<file path="src/sicr_pkg.sv">
// Constants and carrier types for the serial interface control registers
package sicr_pkg;
  // ----------------------------------------------------------------
  // Register indices (byte address is four times the index)
  // ----------------------------------------------------------------
  localparam logic [7:0] IDX_HANDSHAKE = 8'h01;
  localparam logic [7:0] IDX_STREAM = 8'h03;
  localparam logic [7:0] IDX_RD_START = 8'h09;
  localparam logic [7:0] IDX_RD_LEN = 8'h0A;
  localparam logic [7:0] IDX_READY_CTL = 8'h11;
  localparam logic [7:0] IDX_IRQ_STATUS = 8'h20;
  localparam logic [7:0] IDX_IRQ_MASK = 8'h21;
  localparam int ADDR_LSB = 2;

  // ----------------------------------------------------------------
  // Reset values and field positions
  // ----------------------------------------------------------------
  localparam logic [7:0] RST_HANDSHAKE = 8'h00;
  localparam logic [7:0] RST_STREAM = 8'h00;
  localparam logic [6:0] RST_RD_START = 7'h1A;
  localparam logic [2:0] RST_RD_LEN = 3'h2;
  localparam logic [7:0] RST_READY_CTL = 8'h03;
  localparam int HS_RELEASE_BIT = 0;
  localparam int STREAM_KIND_BIT = 7;
  localparam int READY_PIN_BIT = 7;
  localparam int CHECK_RST_BIT = 5;
  localparam int GAIN_CAL_BIT = 3;
  localparam logic [7:0] READY_CTL_MASK = 8'hAF;

  // Address of the low byte of the conversion result
  localparam logic [6:0] RESULT_LOW_ADDR = 7'h1B;

  // ----------------------------------------------------------------
  // Interrupt status bits
  // ----------------------------------------------------------------
  localparam int IRQ_W = 2;
  localparam int IRQ_FRAME_DONE = 0;
  localparam int IRQ_READY = 1;

  // ----------------------------------------------------------------
  // Serial frame geometry
  // ----------------------------------------------------------------
  localparam int BYTE_BITS = 8;
  localparam logic [6:0] BYTE_END = 7'h07;

  // Configuration handed to the rest of the front-end
  typedef struct packed {
    logic output_release_delay_sel;
    logic stream_kind_sel;
    logic [6:0] controlled_stream_len;
    logic [6:0] direct_read_start;
    logic [2:0] direct_read_byte_count;
    logic ready_on_pin_six;
    logic check_reset_disable;
    logic fixed_gain_cal_sel;
  } sicr_cfg_s;

  // Pins of the serial link
  typedef struct packed {
    logic sclk;
    logic cs_n;
  } sicr_link_in_s;
endpackage

</file>
<file path="src/sicr_regs.sv">
// Serial interface control registers with data-only read engine
// How it works
// - Release bit 0 frees sdo right after the frame's last sclk rise.
// - Release bit 1 holds sdo until the sclk fall after that last rise.
// - Stream bit 7 picks normal (0, reset) or controlled (1) streaming.
// - Stream bits 6..0 hold the controlled streaming range, reset zero.
// - A seven-bit field holds the direct read start address, reset 0x1A.
// - A three-bit field holds the byte count minus one, reset 0x2.
// - Ready bit 7 puts conversion_ready_n on pin six in place of GPIO.
// - Ready bit 5 clear lets ready deassertion clear the check sum.
// - Ready bit 3 picks live gain correction or last known coefficients.
// - The ready line goes high once the result low byte has been read.
module sicr_regs (
  input wire logic pclk,
  input wire logic presetn,
  input wire logic psel,
  input wire logic penable,
  input wire logic pwrite,
  input wire logic [31:0] paddr,
  input wire logic [31:0] pwdata,
  output logic [31:0] prdata,
  output logic pready,
  output logic pslverr,
  input wire logic sclk,
  input wire logic cs_n,
  output logic sdo_o,
  output logic sdo_oe_n,
  output logic [6:0] rd_addr,
  input wire logic [7:0] rd_data,
  input wire logic conversion_done,
  output logic conversion_ready_n,
  output logic check_clear,
  input wire logic gpio_pin_six_out,
  input wire logic gpio_pin_six_oe_n,
  output logic gpio_pin_six_o,
  output logic gpio_pin_six_oe_n_o,
  output sicr_pkg::sicr_cfg_s cfg,
  output logic irq
);
  // ----------------------------------------------------------------
  // Register bus decode
  // ----------------------------------------------------------------
  // Address bits 1..0 are ignored: each register is one aligned word
  function automatic logic idx_is(input logic [31:0] a,
                                  input logic [7:0] idx);
    idx_is = (a[31:sicr_pkg::ADDR_LSB] == {22'h000000, idx});
  endfunction

  // Register storage and bus answer state
  logic handshake_r;
  logic [7:0] stream_r;
  logic [6:0] rd_start_r;
  logic [2:0] rd_len_r;
  logic [7:0] ready_ctl_r;
  logic [sicr_pkg::IRQ_W-1:0] irq_status_r;
  logic [sicr_pkg::IRQ_W-1:0] irq_mask_r;
  logic [31:0] prdata_r;
  logic pslverr_r;
  logic [sicr_pkg::IRQ_W-1:0] irq_event;

  // Phase decode of the bus handshake
  wire setup = psel && !penable;
  wire access = psel && penable;
  wire wr = access && pwrite;
  wire hit_hs = idx_is(paddr, sicr_pkg::IDX_HANDSHAKE);
  wire hit_st = idx_is(paddr, sicr_pkg::IDX_STREAM);
  wire hit_start = idx_is(paddr, sicr_pkg::IDX_RD_START);
  wire hit_len = idx_is(paddr, sicr_pkg::IDX_RD_LEN);
  wire hit_rdy = idx_is(paddr, sicr_pkg::IDX_READY_CTL);
  wire hit_ist = idx_is(paddr, sicr_pkg::IDX_IRQ_STATUS);
  wire hit_imk = idx_is(paddr, sicr_pkg::IDX_IRQ_MASK);
  wire mapped = hit_hs | hit_st | hit_start | hit_len | hit_rdy |
                hit_ist | hit_imk;

  // Unmapped indices answer with an error and read as zero
  // Read mux; reserved bits read as zero
  wire [7:0] rd_mux =
    hit_hs ? {7'h00, handshake_r} :
    hit_st ? stream_r :
    hit_start ? {1'b0, rd_start_r} :
    hit_len ? {5'h00, rd_len_r} :
    hit_rdy ? ready_ctl_r :
    hit_ist ? {6'h00, irq_status_r} :
    hit_imk ? {6'h00, irq_mask_r} : 8'h00;

  // Zero wait states: read data is captured in the setup cycle
  assign pready = access;
  assign prdata = prdata_r;
  assign pslverr = pslverr_r && access;

  // Bus answer registers
  always_ff @(posedge pclk or negedge presetn) begin
    if (!presetn) begin
      prdata_r <= 32'h00000000;
      pslverr_r <= 1'b0;
    end else if (setup) begin
      prdata_r <= {24'h000000, rd_mux};
      pslverr_r <= !mapped;
    end
  end

  // ----------------------------------------------------------------
  // Configuration and interrupt registers
  // ----------------------------------------------------------------
  // Setup-phase values never land; only the access edge writes
  // Configuration registers, written at the access edge
  always_ff @(posedge pclk or negedge presetn) begin
    if (!presetn) begin
      handshake_r <= sicr_pkg::RST_HANDSHAKE[sicr_pkg::HS_RELEASE_BIT];
      stream_r <= sicr_pkg::RST_STREAM;
      rd_start_r <= sicr_pkg::RST_RD_START;
      rd_len_r <= sicr_pkg::RST_RD_LEN;
      ready_ctl_r <= sicr_pkg::RST_READY_CTL;
      irq_mask_r <= '0;
    end else if (wr) begin
      if (hit_hs)
        handshake_r <= pwdata[sicr_pkg::HS_RELEASE_BIT];
      if (hit_st)
        stream_r <= pwdata[7:0];
      if (hit_start)
        rd_start_r <= pwdata[6:0];
      if (hit_len)
        rd_len_r <= pwdata[2:0];
      // Ready control bits 6 and 4 are not stored and read as zero
      // Low bits stored as written; software keeps them at reset value
      if (hit_rdy)
        ready_ctl_r <= pwdata[7:0] & sicr_pkg::READY_CTL_MASK;
      if (hit_imk)
        irq_mask_r <= pwdata[sicr_pkg::IRQ_W-1:0];
    end
  end

  // Masking never hides a status bit from a polling read
  // Sticky status; a new event beats a write-one clear
  always_ff @(posedge pclk or negedge presetn) begin
    if (!presetn)
      irq_status_r <= '0;
    else if (wr && hit_ist)
      irq_status_r <= (irq_status_r & ~pwdata[sicr_pkg::IRQ_W-1:0]) |
                      irq_event;
    else
      irq_status_r <= irq_status_r | irq_event;
  end

  // Level interrupt while any unmasked status bit is set
  assign irq = |(irq_status_r & irq_mask_r);

  // ----------------------------------------------------------------
  // Configuration view
  // ----------------------------------------------------------------
  // Field view for the converter core
  assign cfg.output_release_delay_sel = handshake_r;
  assign cfg.stream_kind_sel =
    stream_r[sicr_pkg::STREAM_KIND_BIT];
  assign cfg.controlled_stream_len = stream_r[6:0];
  assign cfg.direct_read_start = rd_start_r;
  assign cfg.direct_read_byte_count = rd_len_r;
  assign cfg.ready_on_pin_six = ready_ctl_r[sicr_pkg::READY_PIN_BIT];
  assign cfg.check_reset_disable = ready_ctl_r[sicr_pkg::CHECK_RST_BIT];
  // Core uses this only in the matching cal and scan modes
  assign cfg.fixed_gain_cal_sel =
    ready_ctl_r[sicr_pkg::GAIN_CAL_BIT];

  // ----------------------------------------------------------------
  // Link pin synchronisers
  // ----------------------------------------------------------------
  // Both link pins travel together through the same flop chain
  sicr_pkg::sicr_link_in_s link_meta_r;
  sicr_pkg::sicr_link_in_s link_sync_r;
  sicr_pkg::sicr_link_in_s link_prev_r;

  // Two flops per pin, then a third for edge finding
  // Reset values match the idle pins, so reset makes no false edge
  always_ff @(posedge pclk or negedge presetn) begin
    if (!presetn) begin
      link_meta_r <= '{sclk: 1'b0, cs_n: 1'b1};
      link_sync_r <= '{sclk: 1'b0, cs_n: 1'b1};
      link_prev_r <= '{sclk: 1'b0, cs_n: 1'b1};
    end else begin
      link_meta_r <= '{sclk: sclk, cs_n: cs_n};
      link_sync_r <= link_meta_r;
      link_prev_r <= link_sync_r;
    end
  end

  // Edges show a few cycles late; sclk must run far slower than pclk
  wire sclk_rise = link_sync_r.sclk && !link_prev_r.sclk;
  wire sclk_fall = !link_sync_r.sclk && link_prev_r.sclk;
  wire frame_start = !link_sync_r.cs_n && link_prev_r.cs_n;
  wire frame_stop = link_sync_r.cs_n && !link_prev_r.cs_n;

  // ----------------------------------------------------------------
  // Data-only read engine
  // ----------------------------------------------------------------
  // DONE ignores extra sclk pulses until chip select rises
  typedef enum logic [1:0] {
    SICR_IDLE,
    SICR_SHIFT,
    SICR_HOLD,
    SICR_DONE
  } sicr_state_e;

  // Engine state, address and shift data
  sicr_state_e state_r;
  sicr_state_e state_nxt;
  logic [6:0] bit_cnt_r;
  logic [6:0] addr_r;
  logic [7:0] shift_r;
  logic load_pend_r;
  logic low_byte_read;

  // Frame length in bits: (count + 1) bytes
  // At most 64 bits, which the seven-bit counter still holds
  wire [3:0] byte_total = {1'b0, rd_len_r} + 4'h1;
  wire [6:0] bit_total = {byte_total, 3'h0};
  wire [6:0] bit_cnt_inc = bit_cnt_r + 7'h01;
  wire last_rise = sclk_rise && (bit_cnt_inc == bit_total);
  wire byte_end = sclk_rise &&
                  ((bit_cnt_r & sicr_pkg::BYTE_END) == sicr_pkg::BYTE_END);

  // Outputs come straight from the state, address and shift registers
  assign rd_addr = addr_r;
  assign sdo_o = shift_r[sicr_pkg::BYTE_BITS-1];
  assign sdo_oe_n = !((state_r == SICR_SHIFT) || (state_r == SICR_HOLD));

  // Frame sequencing; chip select rising always ends the frame
  // A frame cut short still drops the drive and returns to idle
  always_comb begin
    state_nxt = state_r;
    unique case (state_r)
      SICR_IDLE:
        if (frame_start)
          state_nxt = SICR_SHIFT;
      SICR_SHIFT:
        if (frame_stop)
          state_nxt = SICR_IDLE;
        else if (last_rise && handshake_r)
          state_nxt = SICR_HOLD;
        else if (last_rise)
          state_nxt = SICR_DONE;
      SICR_HOLD:
        if (frame_stop)
          state_nxt = SICR_IDLE;
        else if (sclk_fall)
          state_nxt = SICR_DONE;
      SICR_DONE:
        if (frame_stop)
          state_nxt = SICR_IDLE;
    endcase
  end

  // State register, reset to idle
  always_ff @(posedge pclk or negedge presetn) begin
    if (!presetn)
      state_r <= SICR_IDLE;
    else
      state_r <= state_nxt;
  end

  // Shifter: bits change on falling sclk, host samples on rising
  // A load waits for sclk low so a byte never changes under a rise
  always_ff @(posedge pclk or negedge presetn) begin
    if (!presetn) begin
      bit_cnt_r <= 7'h00;
      addr_r <= 7'h00;
      shift_r <= 8'h00;
      load_pend_r <= 1'b0;
    end else if (state_r == SICR_IDLE) begin
      bit_cnt_r <= 7'h00;
      addr_r <= rd_start_r;
      load_pend_r <= frame_start;
    end else if (state_r == SICR_SHIFT) begin
      if (load_pend_r && !link_sync_r.sclk) begin
        shift_r <= rd_data;
        load_pend_r <= 1'b0;
      end else if (sclk_fall) begin
        shift_r <= {shift_r[6:0], 1'b0};
      end
      if (sclk_rise)
        bit_cnt_r <= bit_cnt_inc;
      // Next address fetched once the current byte is out
      if (byte_end && !last_rise) begin
        addr_r <= addr_r + 7'h01;
        load_pend_r <= 1'b1;
      end
    end
  end

  // ----------------------------------------------------------------
  // Conversion ready and check accumulator clear
  // ----------------------------------------------------------------
  // Ready line and one-shot clear, both registered
  logic ready_n_r;
  logic check_clear_r;

  assign low_byte_read = (state_r == SICR_SHIFT) && byte_end &&
                         (addr_r == sicr_pkg::RESULT_LOW_ADDR);
  // Only a real high-going ready edge clears the check sum
  wire ready_deassert = low_byte_read && !ready_n_r;

  // A fresh conversion outranks a read in the same cycle
  // A frame that skips the low byte leaves the ready line low
  always_ff @(posedge pclk or negedge presetn) begin
    if (!presetn) begin
      ready_n_r <= 1'b1;
      check_clear_r <= 1'b0;
    end else begin
      if (conversion_done)
        ready_n_r <= 1'b0;
      else if (low_byte_read)
        ready_n_r <= 1'b1;
      check_clear_r <= ready_deassert && !conversion_done &&
                       !ready_ctl_r[sicr_pkg::CHECK_RST_BIT];
    end
  end

  // Registered outputs of the ready logic
  assign conversion_ready_n = ready_n_r;
  assign check_clear = check_clear_r;

  // ----------------------------------------------------------------
  // Pin six routing
  // ----------------------------------------------------------------
  // Pin six is given over to the ready signal when selected
  // GPIO logic loses the pin entirely while it carries ready
  assign gpio_pin_six_o = ready_ctl_r[sicr_pkg::READY_PIN_BIT] ?
                          ready_n_r : gpio_pin_six_out;
  assign gpio_pin_six_oe_n_o = ready_ctl_r[sicr_pkg::READY_PIN_BIT] ?
                               1'b0 : gpio_pin_six_oe_n;

  // ----------------------------------------------------------------
  // Interrupt sources
  // ----------------------------------------------------------------
  // Frame done counts only frames that actually began
  assign irq_event[sicr_pkg::IRQ_FRAME_DONE] =
    (state_r != SICR_IDLE) && frame_stop;
  assign irq_event[sicr_pkg::IRQ_READY] = conversion_done && ready_n_r;
endmodule
</file>
<file path="config.mk">
export PLATFORM = sky130hd
export DESIGN_NAME = sicr_regs
export DESIGN_NICKNAME = d
export VERILOG_FILES = /design/src/sicr_pkg.sv /design/src/sicr_regs.sv
export SDC_FILE = /design/constraint.sdc
export NUM_CORES = 1
export LEC_CHECK = 0
export BUFFER_PORTS_ARGS = -buffer_cell sky130_fd_sc_hd__buf_2
export CAP_MARGIN = 20
export CORE_MARGIN = 2
export CORE_UTILIZATION = 46
export DETAILED_ROUTE_END_ITERATION = 10
export GPL_TIMING_DRIVEN = 0
export PLACE_DENSITY = 0.76
export REMOVE_ABC_BUFFERS = 1
export SLEW_MARGIN = 20
export SYNTH_ARGS = -nofsm -noshare
export SYNTH_HDL_FRONTEND = slang
export SYNTH_SLANG_ARGS = --single-unit
</file>
<file path="constraint.sdc">
create_clock -name pclk -period 3 [get_ports pclk]
set_clock_uncertainty 0.1 [all_clocks]
set_input_delay 0.45 -clock pclk [delete_from_list [all_inputs] [get_ports pclk]]
set_output_delay 0.45 -clock pclk [all_outputs]
set_load 0.005 [all_outputs]
</file>
==> impl_metrics.json <==
{
  "worstSetupStartpoint": "bit_cnt_r[0]$_DFFE_PN0P_",
  "outcome": "complete, no violations",
  "synth_seq_cells": 71,
  "maxSlewHeadroom": 0.382,
  "slew_violations": 0,
  "num_rows": 33,
  "cpMaxStageDelayCell": "sky130_fd_sc_hd__dfrtp_1",
  "placeableCoreArea_um2": 8260,
  "number_of_global_route_vias_before_repair": 3244,
  "timing.max_cap.violations": 0,
  "cts_setup_buffers": 0,
  "end_kind": "register",
  "most_frequent_cells_in_the_layout": "sky130_fd_sc_hd__buf_2 (100), sky130_fd_sc_hd__dfrtp_1 (61), sky130_fd_sc_hd__nand2_1 (30)",
  "cts_max_path_buffers": 2,
  "drt_drc_violations_left": 0,
  "setup-violations-final": 0,
  "worst-r2r-cell-count": 8,
  "detail_route.wl_per_cell_um": 16.0,
  "asyncSetResetFlopFracSynth": 1.00,
  "actual_transition_at_the_worst_max_transition_pin_ns": 0.927,
  "critical_path_arrival_ns": 2.94,
  "route.vias.total": 3364,
  "grt_pass1_wl_um": 15900,
  "floorplan.io_pins": 152,
  "startpoint_type": "register",
  "timing.final.crit_share": 0.942,
  "drt_iter0_drc": 218,
  "syn2layout_area_growth_pct": 18.4,
  "fmaxAchievable_mhz": 354,
  "grt.overflow.total": 0,
  "tritoncts": "yes",
  "clk_pin_slew_worst_paths_ns": 0.08,
  "rrSetupSlack_ns": 0.17,
  "worst_ep_required_time_ns": 3.11,
  "timing.critical_path.depth": 8,
  "syn-cell-area_um2": 3950,
  "power_per_cell_area_nw_per_um2": 539,
  "critical_path.reg2reg.startpoint": "bit_cnt_r[0]$_DFFE_PN0P_",
  "cts-buffers-inserted": 9,
  "post_synth.cell_area_avg_um2": 9.99,
  "firstDrtPassIters": 5,
  "drive_gt1_frac": 0.330,
  "detail_route.vias_per_cell": 5.62,
  "design.die.area_um2": 9340,
  "grt_util_all_layers": 0.207,
  "worstSkewPairLatency_ns": 0.36,
  "postSynth.topFlopCell": "sky130_fd_sc_hd__dfrtp_1",
  "multiInputGateArea_um2": 1940,
  "gpl.final_weighted_congestion": 0.904,
  "cts.htree.levels": 3,
  "final.min_clock_period_ns": 2.83,
  "fillerInstances": 702,
  "grt_antenna_before_repair": 0,
  "drtAntennaViolNets": 0,
  "clock_tree_root": "sky130_fd_sc_hd__clkbuf_8",
  "portion_of_the_post_synthesis_area_used_by_sequential_elements": 0.453,
  "totalWireLength_um": 9580,
  "synth_edf_count": 0,
  "worst_ir_drop_vdd_uv": 388,
  "setup.worst_path.class": "reg2reg",
  "diodes": 0,
  "cell_repeated_most_along_the_worst_path": "sky130_fd_sc_hd__ha_1",
  "die_y_um": 96.6,
  "path_cells": "ha_1 > ha_1 > nand3b_1 > nor3_1 > o31ai_4 > o21ai_4 > mux2i_1 > o21ai_1",
  "hold_class": "in2reg",
  "layout.nets": 579,
  "start_util": 0.478,
  "static-leakage-power_nw": 2.21,
  "cp-endpoint": "rd_addr[1]$_DFFE_PN0P_",
  "tns_ns": 0,
  "rsz0062_at_grt": "no",
  "final-seq-area_um2": 1790,
  "max_fo_critical_path": 13,
  "crit-reg2reg-capture": "rd_addr[1]$_DFFE_PN0P_",
  "commonest_non_fill_non_tap_cell_in_the_layout": "sky130_fd_sc_hd__buf_2",
  "numClockSinks": 71,
  "final_core_util": 0.566,
  "input_output_buffers": 101,
  "hold_violations": 0,
  "cpLargestDelayFamily": "adder cells",
  "crit_path_max_incr_delay_ns": 0.49,
  "grt_start_max_net_pins": 44,
  "yosys_warnings": 0,
  "synth_cell_types": 61,
  "dpl.hpwl_um": 6930,
  "postSynthCellCount": 395,
  "die_w_um": 96.6,
  "path_buf_inv": 0
}
synth_stat cells, types with 8 or more instances:
cell type / instances / area, µm²
sky130_fd_sc_hd__nand2_1: 30 / 113
sky130_fd_sc_hd__o21ai_0: 19 / 95.1
sky130_fd_sc_hd__inv_1: 12 / 45.0
sky130_fd_sc_hd__clkbuf_1: 11 / 41.3
sky130_fd_sc_hd__buf_4: 28 / 210
sky130_fd_sc_hd__dfstp_2: 10 / 263
sky130_fd_sc_hd__mux2_2: 25 / 282
sky130_fd_sc_hd__a21oi_1: 16 / 80.1
sky130_fd_sc_hd__nand3_1: 21 / 105
sky130_fd_sc_hd__mux2i_1: 11 / 110
sky130_fd_sc_hd__nor2_1: 29 / 109
sky130_fd_sc_hd__dfrtp_1: 61 / 1530
sky130_fd_sc_hd__nor3_1: 8 / 40.0
sky130_fd_sc_hd__ha_1: 8 / 100
layout make-up:
type / instances / area share
tap: 105 / 0.0281
clock buffer: 10 / 0.0295
inverter: 13 / 0.0104
multi-input combinational: 291 / 0.414
sequential: 71 / 0.383
timing repair buffer: 103 / 0.115
clock inverter: 6 / 0.0195
logic make-up (layout without fill, tap and decap cells):
kind of cell,Yosys count,in the layout,share of synthesized area
DFF,71,71,0.453
and+or+nand+nor,133,133,0.177
adders and majority gates,8,8,0.0254
AOI/OAI and AO/OA,79,79,0.134
muxes,39,39,0.108
buffers and inverters,56,132,0.0834
other,1,24,0.000950
xor gates and xnor gates,8,8,0.0178
per-stage QoR:
stage	power (W)	hold WS (ns)	worst slack (ns)	cell area (µm²)	instances
6_report	0.00252	0.0868	0.174	4670	599
5_1_grt	0.00265	0.0689	0.0158	4670	599
4_1_cts	0.00253	0.0795	0.0992	4650	599
3_5_place_dp	0.00166	0.249	-0.0522	4420	582
3_3_place_gp	0.00162	0.235	-0.00738	4390	581
2_1_floorplan	0.00145	0.0544	0.483	3750	375
power breakdown:
part | total (W) | switching (W) | internal, W | leakage [nW]
logic | 0.000522 | 0.000319 | 0.000202 | 1.20
registers | 0.00112 | 0.0000685 | 0.00105 | 0.905
clock network | 0.000875 | 0.000382 | 0.000493 | 0.105
total | 0.00252 | 0.000770 | 0.00175 | 2.21
layer usage:
metal | GRT usage | wire, µm
met1 | 0.278 | 4170
met5 | 0 | 0
met4 | 0.0748 | 181
met3 | 0.0600 | 702
met2 | 0.319 | 4530
sequential cells by signal, indices dropped and copies added (netlist names), 3 cells and up:
register,flops
prdata,8
shift_r,8
stream_r,8
bit_cnt_r,7
rd_addr,7
rd_start_r,7
ready_ctl_r,6
rd_len_r,3
worst min path at each step:
| stage | start | end | slack (ns) | cells after the start |
|---|---|---|---|---|
| 2_1_floorplan | presetn | bit_cnt_r[0]$_DFFE_PN0P_ | 0.05 | 0 |
| 3_3_place_gp | link_meta_r[1]$_DFF_PN0_ | link_sync_r[1]$_DFF_PN0_ | 0.23 | 0 |
| 3_5_place_dp | link_meta_r[0]$_DFF_PN1_ | link_sync_r[0]$_DFF_PN1_ | 0.25 | 0 |
| 4_1_cts | cs_n | link_meta_r[0]$_DFF_PN1_ | 0.08 | 1 |
| 5_1_grt | cs_n | link_meta_r[0]$_DFF_PN1_ | 0.07 | 1 |
| 6_report | cs_n | link_meta_r[0]$_DFF_PN1_ | 0.09 | 1 |
timing repair:
action,4_1_cts,5_1_grt
hold buffers,1,0
hold endpoints to repair,22,0
resized for setup,0,3
setup endpoints to repair,0,4
(Power assumes the default switching activity.)
